===== config.mk =====
export PLATFORM = sky130hd
export DESIGN_NAME = ida_core
export DESIGN_NICKNAME = d
export VERILOG_FILES = /design/src/verilog/ida_pkg.sv /design/src/verilog/ida_core.sv /design/src/verilog/ida_ptr_step.sv
export SDC_FILE = /design/constraint.sdc
export NUM_CORES = 1
export LEC_CHECK = 0
export BUFFER_PORTS_ARGS = -buffer_cell sky130_fd_sc_hd__buf_2
export CORE_MARGIN = 2
export CORE_UTILIZATION = 55
export DETAILED_ROUTE_END_ITERATION = 10
export MAX_ROUTING_LAYER = met4
export PLACE_DENSITY = 0.93
export SYNTH_ARGS = -nofsm -noshare
export SYNTH_HDL_FRONTEND = slang
export SYNTH_SLANG_ARGS = --single-unit

===== constraint.sdc =====
create_clock -name clk -period 5.5 [get_ports clk]
set_input_delay 0.55 -clock clk [delete_from_list [all_inputs] [get_ports clk]]
set_output_delay 0.55 -clock clk [all_outputs]
set_load 0.01 [all_outputs]

===== src/verilog/ida_pkg.sv =====
`default_nettype none
package ida_pkg;
	// core-side file addresses of the two virtual ports
	localparam logic [7:0] IDA_VPORT0_ADDR = 8'h00;
	localparam logic [7:0] IDA_VPORT1_ADDR = 8'h08;
	localparam logic [7:0] IDA_ZERO_ADDR = 8'h00;
	localparam int IDA_PTR_W = 8;
	localparam int IDA_BANK_W = 8;
	// apb byte offsets
	localparam logic [7:0] IDA_OFF_PTR0 = 8'h00;
	localparam logic [7:0] IDA_OFF_PTR1 = 8'h04;
	localparam logic [7:0] IDA_OFF_BANK = 8'h08;
	localparam logic [7:0] IDA_OFF_ASTAT = 8'h0c;
	localparam logic [7:0] IDA_OFF_LASTEA = 8'h10;
	// arith_status_reg fields
	localparam int IDA_P0MODE_LSB = 0;
	localparam int IDA_P1MODE_LSB = 2;
	localparam logic [7:0] IDA_ASTAT_RST = 8'h0f;
	localparam logic [7:0] IDA_PTR_RST = 8'h00;
	localparam logic [7:0] IDA_BANK_RST = 8'h00;
	// step modes; bit 1 set means no change
	localparam logic [1:0] IDA_STEP_DEC = 2'h0;
	localparam logic [1:0] IDA_STEP_INC = 2'h1;
	localparam logic [1:0] IDA_STEP_HOLD = 2'h2;
	typedef enum logic [1:0]
	{
		IDA_KIND_READ = 2'h0,
		IDA_KIND_WRITE = 2'h1,
		IDA_KIND_MOVE = 2'h2,
		IDA_KIND_NONE = 2'h3
	} ida_kind_t;
	typedef struct packed
	{
		logic valid;
		ida_kind_t kind;
		logic [7:0] src;
		logic [7:0] dst;
		logic [7:0] wdata;
	} ida_req_t;
	typedef struct packed
	{
		logic en;
		logic [15:0] addr;
		logic [7:0] data;
	} ida_memwr_t;
	typedef struct packed
	{
		logic valid;
		logic [7:0] data;
		logic zeroSet;
	} ida_rsp_t;
	typedef struct packed
	{
		logic [7:0] ptr0;
		logic [7:0] ptr1;
		logic [7:0] bank;
		logic [7:0] astat;
		logic [7:0] lastEa;
		logic [31:0] prdata;
		ida_memwr_t memWr;
		ida_rsp_t rsp;
	} ida_state_t;
endpackage
`default_nettype wire


===== src/verilog/ida_core.sv =====
// Added by the designer: the APB register port and the register offsets.
`timescale 1ns/1ps
`default_nettype none
module ida_core (
	// clock and reset
	input wire logic clk,
	input wire logic arst_n,
	// apb slave
	input wire logic psel,
	input wire logic penable,
	input wire logic pwrite,
	input wire logic [7:0] paddr,
	input wire logic [31:0] pwdata,
	output logic [31:0] prdata,
	output logic pready,
	output logic pslverr,
	// core access request and answer
	input wire ida_pkg::ida_req_t coreReq,
	output ida_pkg::ida_rsp_t coreRsp,
	// data memory
	output logic [15:0] memRdAddr,
	input wire logic [7:0] memRdData,
	output ida_pkg::ida_memwr_t memWr
);
	import ida_pkg::*;

	ida_state_t s_q;
	ida_state_t s_d;
	logic setupPh;
	logic accessWr;
	logic mapped;
	logic rdKind;
	logic wrKind;
	logic srcVp0;
	logic srcVp1;
	logic dstVp0;
	logic dstVp1;
	logic srcBad;
	logic dstBad;
	logic [7:0] srcEa;
	logic [7:0] dstEa;
	logic [7:0] readVal;
	logic [7:0] wrVal;
	logic use0;
	logic use1;
	logic [7:0] ptr0Step;
	logic [7:0] ptr1Step;
	logic [1:0] mode0;
	logic [1:0] mode1;

	if (IDA_PTR_W != 8)
	begin : g_chk
		$error("ida_core: pointer width must be 8");
	end

	// the alias decode assumes the two ports sit at distinct addresses
	if (IDA_VPORT0_ADDR == IDA_VPORT1_ADDR)
	begin : g_vp_chk
		$error("ida_core: virtual port addresses must differ");
	end

	assign setupPh = psel && !penable;
	assign accessWr = psel && penable && pwrite;
	assign mapped = paddr == IDA_OFF_PTR0 || paddr == IDA_OFF_PTR1 || paddr == IDA_OFF_BANK
		|| paddr == IDA_OFF_ASTAT || paddr == IDA_OFF_LASTEA;
	// one wait-free access phase; read data was latched during setup
	assign pready = psel && penable;
	assign pslverr = psel && penable && !mapped;
	assign prdata = s_q.prdata;
	assign coreRsp = s_q.rsp;
	assign memWr = s_q.memWr;

	assign rdKind = coreReq.valid && (coreReq.kind == IDA_KIND_READ || coreReq.kind == IDA_KIND_MOVE);
	assign wrKind = coreReq.valid && (coreReq.kind == IDA_KIND_WRITE || coreReq.kind == IDA_KIND_MOVE);
	assign srcVp0 = coreReq.src == IDA_VPORT0_ADDR;
	assign srcVp1 = coreReq.src == IDA_VPORT1_ADDR;
	assign dstVp0 = coreReq.dst == IDA_VPORT0_ADDR;
	assign dstVp1 = coreReq.dst == IDA_VPORT1_ADDR;
	// virtual ports are only address aliases of the pointers
	assign srcEa = srcVp0 ? s_q.ptr0 : (srcVp1 ? s_q.ptr1 : coreReq.src);
	assign dstEa = dstVp0 ? s_q.ptr0 : (dstVp1 ? s_q.ptr1 : coreReq.dst);
	// a pointer aimed at a virtual port or at zero cannot be followed
	assign srcBad = (srcVp0 || srcVp1)
		&& (srcEa == IDA_VPORT0_ADDR || srcEa == IDA_VPORT1_ADDR || srcEa == IDA_ZERO_ADDR);
	assign dstBad = (dstVp0 || dstVp1)
		&& (dstEa == IDA_VPORT0_ADDR || dstEa == IDA_VPORT1_ADDR || dstEa == IDA_ZERO_ADDR);
	assign memRdAddr = {s_q.bank, srcEa};
	assign readVal = srcBad ? 8'h00 : memRdData;
	// a move forwards the value just read in the same cycle
	assign wrVal = coreReq.kind == IDA_KIND_MOVE ? readVal : coreReq.wdata;
	assign mode0 = s_q.astat[IDA_P0MODE_LSB +: 2];
	assign mode1 = s_q.astat[IDA_P1MODE_LSB +: 2];
	// a pointer used on both sides of a move steps once
	assign use0 = (rdKind && srcVp0) || (wrKind && dstVp0);
	assign use1 = (rdKind && srcVp1) || (wrKind && dstVp1);

	// per-pointer stepping; index 0 is pointer 0, index 1 pointer 1
	logic [1:0][7:0] ptrNow;
	logic [1:0][7:0] ptrNew;
	logic [1:0][1:0] modeOf;
	logic [1:0] useOf;
	logic [1:0] busWrOf;
	assign ptrNow = {s_q.ptr1, s_q.ptr0};
	assign modeOf = {mode1, mode0};
	assign useOf = {use1, use0};
	assign busWrOf = {accessWr && paddr == IDA_OFF_PTR1, accessWr && paddr == IDA_OFF_PTR0};
	assign ptr0Step = ptrNew[0];
	assign ptr1Step = ptrNew[1];

	for (genvar i = 0; i < 2; i++)
	begin : g_step
		ida_ptr_step #(
			.WIDTH(IDA_PTR_W)
		) u_step (
			.ptr(ptrNow[i]),
			.mode(modeOf[i]),
			.used(useOf[i]),
			.ptrNext(ptrNew[i])
		);

	end

	always_comb
	begin
		s_d = s_q;
		// stepping lands at the edge that completes the access
		s_d.ptr0 = ptr0Step;
		s_d.ptr1 = ptr1Step;
		// astat is only loaded from the bus, so stepping leaves its flags alone
		s_d.astat = s_q.astat;
		s_d.memWr.en = wrKind && !dstBad;
		s_d.memWr.addr = {s_q.bank, dstEa};
		s_d.memWr.data = wrVal;
		s_d.rsp.valid = rdKind;
		s_d.rsp.data = readVal;
		s_d.rsp.zeroSet = rdKind && srcBad;
		if (rdKind)
			s_d.lastEa = srcEa;
		else if (wrKind)
			s_d.lastEa = dstEa;
		// software writes override a same-cycle step
		if (accessWr)
		begin
			unique case (paddr)
				IDA_OFF_PTR0: s_d.ptr0 = pwdata[7:0];
				IDA_OFF_PTR1: s_d.ptr1 = pwdata[7:0];
				IDA_OFF_BANK: s_d.bank = pwdata[7:0];
				IDA_OFF_ASTAT: s_d.astat = pwdata[7:0];
				default: s_d.astat = s_d.astat;
			endcase
		end
		if (setupPh)
		begin
			unique case (paddr)
				IDA_OFF_PTR0: s_d.prdata = {24'h000000, s_q.ptr0};
				IDA_OFF_PTR1: s_d.prdata = {24'h000000, s_q.ptr1};
				IDA_OFF_BANK: s_d.prdata = {24'h000000, s_q.bank};
				IDA_OFF_ASTAT: s_d.prdata = {24'h000000, s_q.astat};
				IDA_OFF_LASTEA: s_d.prdata = {24'h000000, s_q.lastEa};
				default: s_d.prdata = 32'h00000000;
			endcase
		end
	end

	always_ff @(posedge clk or negedge arst_n)
	begin
		if (!arst_n)
		begin
			s_q <= '0;
			s_q.ptr0 <= IDA_PTR_RST;
			s_q.ptr1 <= IDA_PTR_RST;
			s_q.bank <= IDA_BANK_RST;
			s_q.astat <= IDA_ASTAT_RST;
		end
		else
			s_q <= s_d;
	end

	logic busPtrWr;
	assign busPtrWr = accessWr && (paddr == IDA_OFF_PTR0 || paddr == IDA_OFF_PTR1 || paddr == IDA_OFF_ASTAT);
endmodule
`default_nettype wire


===== src/verilog/ida_ptr_step.sv =====
`timescale 1ns/1ps
`default_nettype none
module ida_ptr_step #(
	parameter int WIDTH = 8
) (
	// pointer and control
	input wire logic [WIDTH-1:0] ptr,
	input wire logic [1:0] mode,
	input wire logic used,
	// result
	output logic [WIDTH-1:0] ptrNext
);
	import ida_pkg::*;
	if (WIDTH < 1)
	begin : g_chk
		$error("ida_ptr_step: WIDTH must be at least 1");
	end
	always_comb
	begin
		ptrNext = ptr;
		// wraps naturally at the word width
		if (used && mode == IDA_STEP_DEC)
			ptrNext = ptr - WIDTH'(1);
		else if (used && mode == IDA_STEP_INC)
			ptrNext = ptr + WIDTH'(1);
	end
endmodule
`default_nettype wire

==> results summary <==
The number of antenna violations at the first check in global routing is 0. The startpoint class of the critical path is an input port. The number of buffers and inverters on the critical path is 3.

The die outline area is 9830 um2. The worst path setup slack after routing came out at 2.93 ns. The worst vdd rail ir drop came out at 0.107 mV. The overall track demand over capacity in global routing came out at 25.6%. The multiplexer area fraction after synthesis came out at 9.55%. The pin count of the biggest net entering global routing is 84. The CTS root buffer is sky130_fd_sc_hd__clkbuf_8. The number of diodes came out at 0.

The count of final setup violators came out at 0. The required time of the critical path is 5.72 ns. The aggregate routed wire length is ~12000 um. The mean number of vias per cell came out at between 5 and 6.

Leaving out fill and tap cells, the most frequent cells in the layout are 115 x sky130_fd_sc_hd__buf_2, 79 x sky130_fd_sc_hd__dfrtp_1, 42 x sky130_fd_sc_hd__nor2_1. The final-report hold violation count came out at 0. The average wire length per cell after detail routing came out at between 15 and 20 um. The synthesis-stage register bit count came out at 83. The width of the die is ~99 um.

Of the total synthesized cell area, the portion taken by AND, OR, NAND and NOR gates is roughly 15%. The number of rows in the core area is 34. The first detailed-routing pass ran for 7 iterations.

The adder and majority cell fraction of the synthesized area is ~1.5%. The number of top-level pins came out at between 150 and 200. The number of design-rule violations left by the first detailed-router iteration is 432.

The post-layout instance area came out at 5290 um2. Of the available clock period, the critical path in the final layout requires between 40 and 50%. The total number of cells along the worst setup path came out at 9.

Setup repair after global routing left no endpoint under its margin. Buffers placed on the I/O ports in this run total 116. The buffer depth of the longest clock path is 2. During synthesis, Yosys emitted a total of 0 warnings. The number of global-route vias before repair was 3764. The insertion delay of the later-clocked pin in the worst-skew pair came out at 0.36 ns. The core region is 8760 um2. STA classifies the critical path endpoint as a register. The remaining number of nets flagged by the antenna check after routing came out at 0. The maximum operating frequency is 0.389 GHz. The total grt overflow is 0.

Leaving out fill and tap cells, the most frequent cell in the layout is sky130_fd_sc_hd__buf_2. The number of buffers added by the clock tree synthesis step came out at 9. At the worst endpoint, the arrival time is between 2 and 3 ns.

The number of max-cap violations is 0. The critical path's top delay family is compound AO/OA/AOI/OAI gates. The average instance in the mapped netlist occupies 9.84 um2.

The net count reported at finish is 639. The DRC violations left came out at 0. In the synthesized netlist the async set-or-reset flop fraction comes to 100%. Yosys mapped the design onto 61 distinct sky130hd cell types.

Summing the areas of all compound-gate instances in the mapped netlist gives 14.0% of the synthesized area. The tightest min-delay check is of the input port to async pin type. The worst setup path is of the input port to register kind. Counting cells, the worst reg-to-reg path comes to 5. The count of flip-flops with a built-in enable after synthesis is 0. In this run the vertical extent of the chip is a little under 100 um. The quantity of gates resized following cts is 0. Summed over all failing endpoints, the final setup total negative slack is 0 ns.

The effective utilization at floorplan is 56.8%. The final estimated routing congestion in global placement came out at 0.960. The power density normalized to cell area is 246 nW/um2. The worst-case setup slack after placement came out at 2.58 ns. The largest stage delay on the critical path came out at 0.48 ns. The most used flip-flop cell after synthesis is sky130_fd_sc_hd__dfrtp_1. In this run the post-CTS setup repair buffer count came out at 0. Traced cell by cell, the critical path runs through buf_2 -> inv_1 -> ha_1 -> o21ai_2 -> clkinv_1 -> and4_1 -> o21ai_0 -> xor2_1 -> a21oi_1. CTS built an H-tree with a depth of 3.

Clock-pin slew was measured on the worst setup and hold paths at 0.09 ns. Of the cells placed in the final design, the portion with a size suffix greater than 1 is 32.1%. The final-layout fill cell count is 742.

Relative to the synthesized area, the layout overhead comes to 6.21%. Measured against its own limit, the worst slew margin works out to between 30% and 40%. The clock arrives with between 0.007 and 0.008 ns of skew. The wire length of the first global-routing pass is 19300 um. The final count of pins violating max slew came out at 0. In this run the worst path has a maximum fanout of 18. After synthesis, flip-flops and latches occupy between 40% and 50% of the total area. For the pin with the worst max-slew slack, the measured transition is 1.02 ns.

Detailed placement finished with a half-perimeter wire length of roughly 9000 um. The run finished with clean final reports. The netlist area before placement is 4980 um2.

The vias after detailed routing came out at 3994. By area, the combinational part of the netlist is dominated by simple AND/OR/NAND/NOR gates. The slowest library cell on the worst path is sky130_fd_sc_hd__ha_1. The number of standard cells after synthesis is 506. The placement-stage cell area is 5110 um2.

The count of clock tree sinks is 83. The leakage power came out at about 2.6 nW. The number of buffers added to fix hold violations after cts is 0. For the finished layout, the period the worst path requires is 2.57 ns. The clock tree from TritonCTS is yes. The synthesized-area fraction occupied by xor and xnor cells is under 10%.
==> cell type report <==
class / count / area, um2 / share of cell area [%]
repair buffers: 117 / 591 / 11.2
well taps: 108 / 135 / 2.56
clock buffers: 9 / 124 / 2.34
clock inverters: 7 / 58.8 / 1.11
multi-input cells: 326 / 2240 / 42.3
inverters: 16 / 60.1 / 1.14
flip-flops and latches: 83 / 2080 / 39.4
==> layer usage <==
layer / wire, um / track usage, % / vias to the layer above
met3: 1090 / 5.48 / 35
met2: 6020 / 40.1 / 251
met5: 0 / - / -
met4: 306 / 8.01 / 0
li1: - / - / 1795
met1: 4860 / 33.7 / 1913
==> worst paths after layout <==
| kind | start | endpoint | slack [ns] |
|---|---|---|---|
| max | coreReq[24] | ptrNow[6] | 2.93 |
| min | arst_n | memWr[17] | 0.34 |
| max reg2reg | ptrNow[2] | coreRsp[4] | 2.97 |
| min reg2reg | memRdAddr[14] | memWr[22] | 0.44 |
| max in group asynchronous | arst_n | memWr[24] | 4.49 |
| min in group clk | memRdData[7] | coreRsp[8] | 0.42 |
==> where the power goes <==
part	switching (mW)	total (mW)	internal, mW	leakage (nW)
Clock	0.247	0.419	0.172	0.0925
Sequential	0.0327	0.679	0.646	1.04
Combinational	0.124	0.205	0.0817	1.44
Total	0.403	1.30	0.900	2.57
==> synthesized netlist by cell type, drive strengths merged (5+ instances only) <==
cell type | count | area [um2]
buf | 82 | 603
dfrtp | 79 | 1980
nor2 | 42 | 158
a21oi | 33 | 165
mux2 | 26 | 293
nand2 | 26 | 97.6
clkbuf | 22 | 82.6
mux2i | 16 | 160
o21ai | 16 | 83.8
inv | 15 | 56.3
nor3 | 13 | 65.1
xnor2 | 9 | 78.8
a22o | 8 | 70.1
nor4 | 8 | 116
xor2 | 7 | 61.3
a222oi | 6 | 60.1
and2b | 6 | 45.0
ha | 6 | 75.1
nand3 | 6 | 30.0
or4 | 6 | 48.8
a22oi | 5 | 37.5
a31o | 5 | 43.8
a31oi | 5 | 31.3
o22ai | 5 | 31.3
==> worst reg2reg max path, delay by kind of cell, from the launching register on <==
kind | cells | cell delay (ns)
AOI/OAI and AO/OA | 1 | 0.37
DFF | 1 | 0.53
muxes | 1 | 0.38
and+or+nand+nor | 3 | 1.14
==> stage by stage <==
step	std cells	utilization (%)	total power, mW	hold slack (ns)
3_3_place_gp	650	58.3	0.884	0.413
3_5_place_dp	650	58.3	0.892	0.418
4_1_cts	666	60.4	1.30	0.396
2_1_floorplan	529	-	0.836	0.254
5_1_grt	666	60.4	1.36	0.416
6_report	666	60.4	1.30	0.344
==> cell families after synthesis <==
family          after synthesis
simple gates                135
buf+inv                     120
xor+xnor                     16
other cells                   1
compound gates              102
mux                          43
fa+ha+maj                     6
flops                        83
==> flip-flops by register name, summed over array words and instances, names as in the netlist <==
signal / flops
coreRsp: 10
memRdAddr: 8
memWr: 25
mode0: 2
mode1: 2
prdata: 8
ptrNow: 16
s_q: 12
Power figures use the tool's default switching activity.
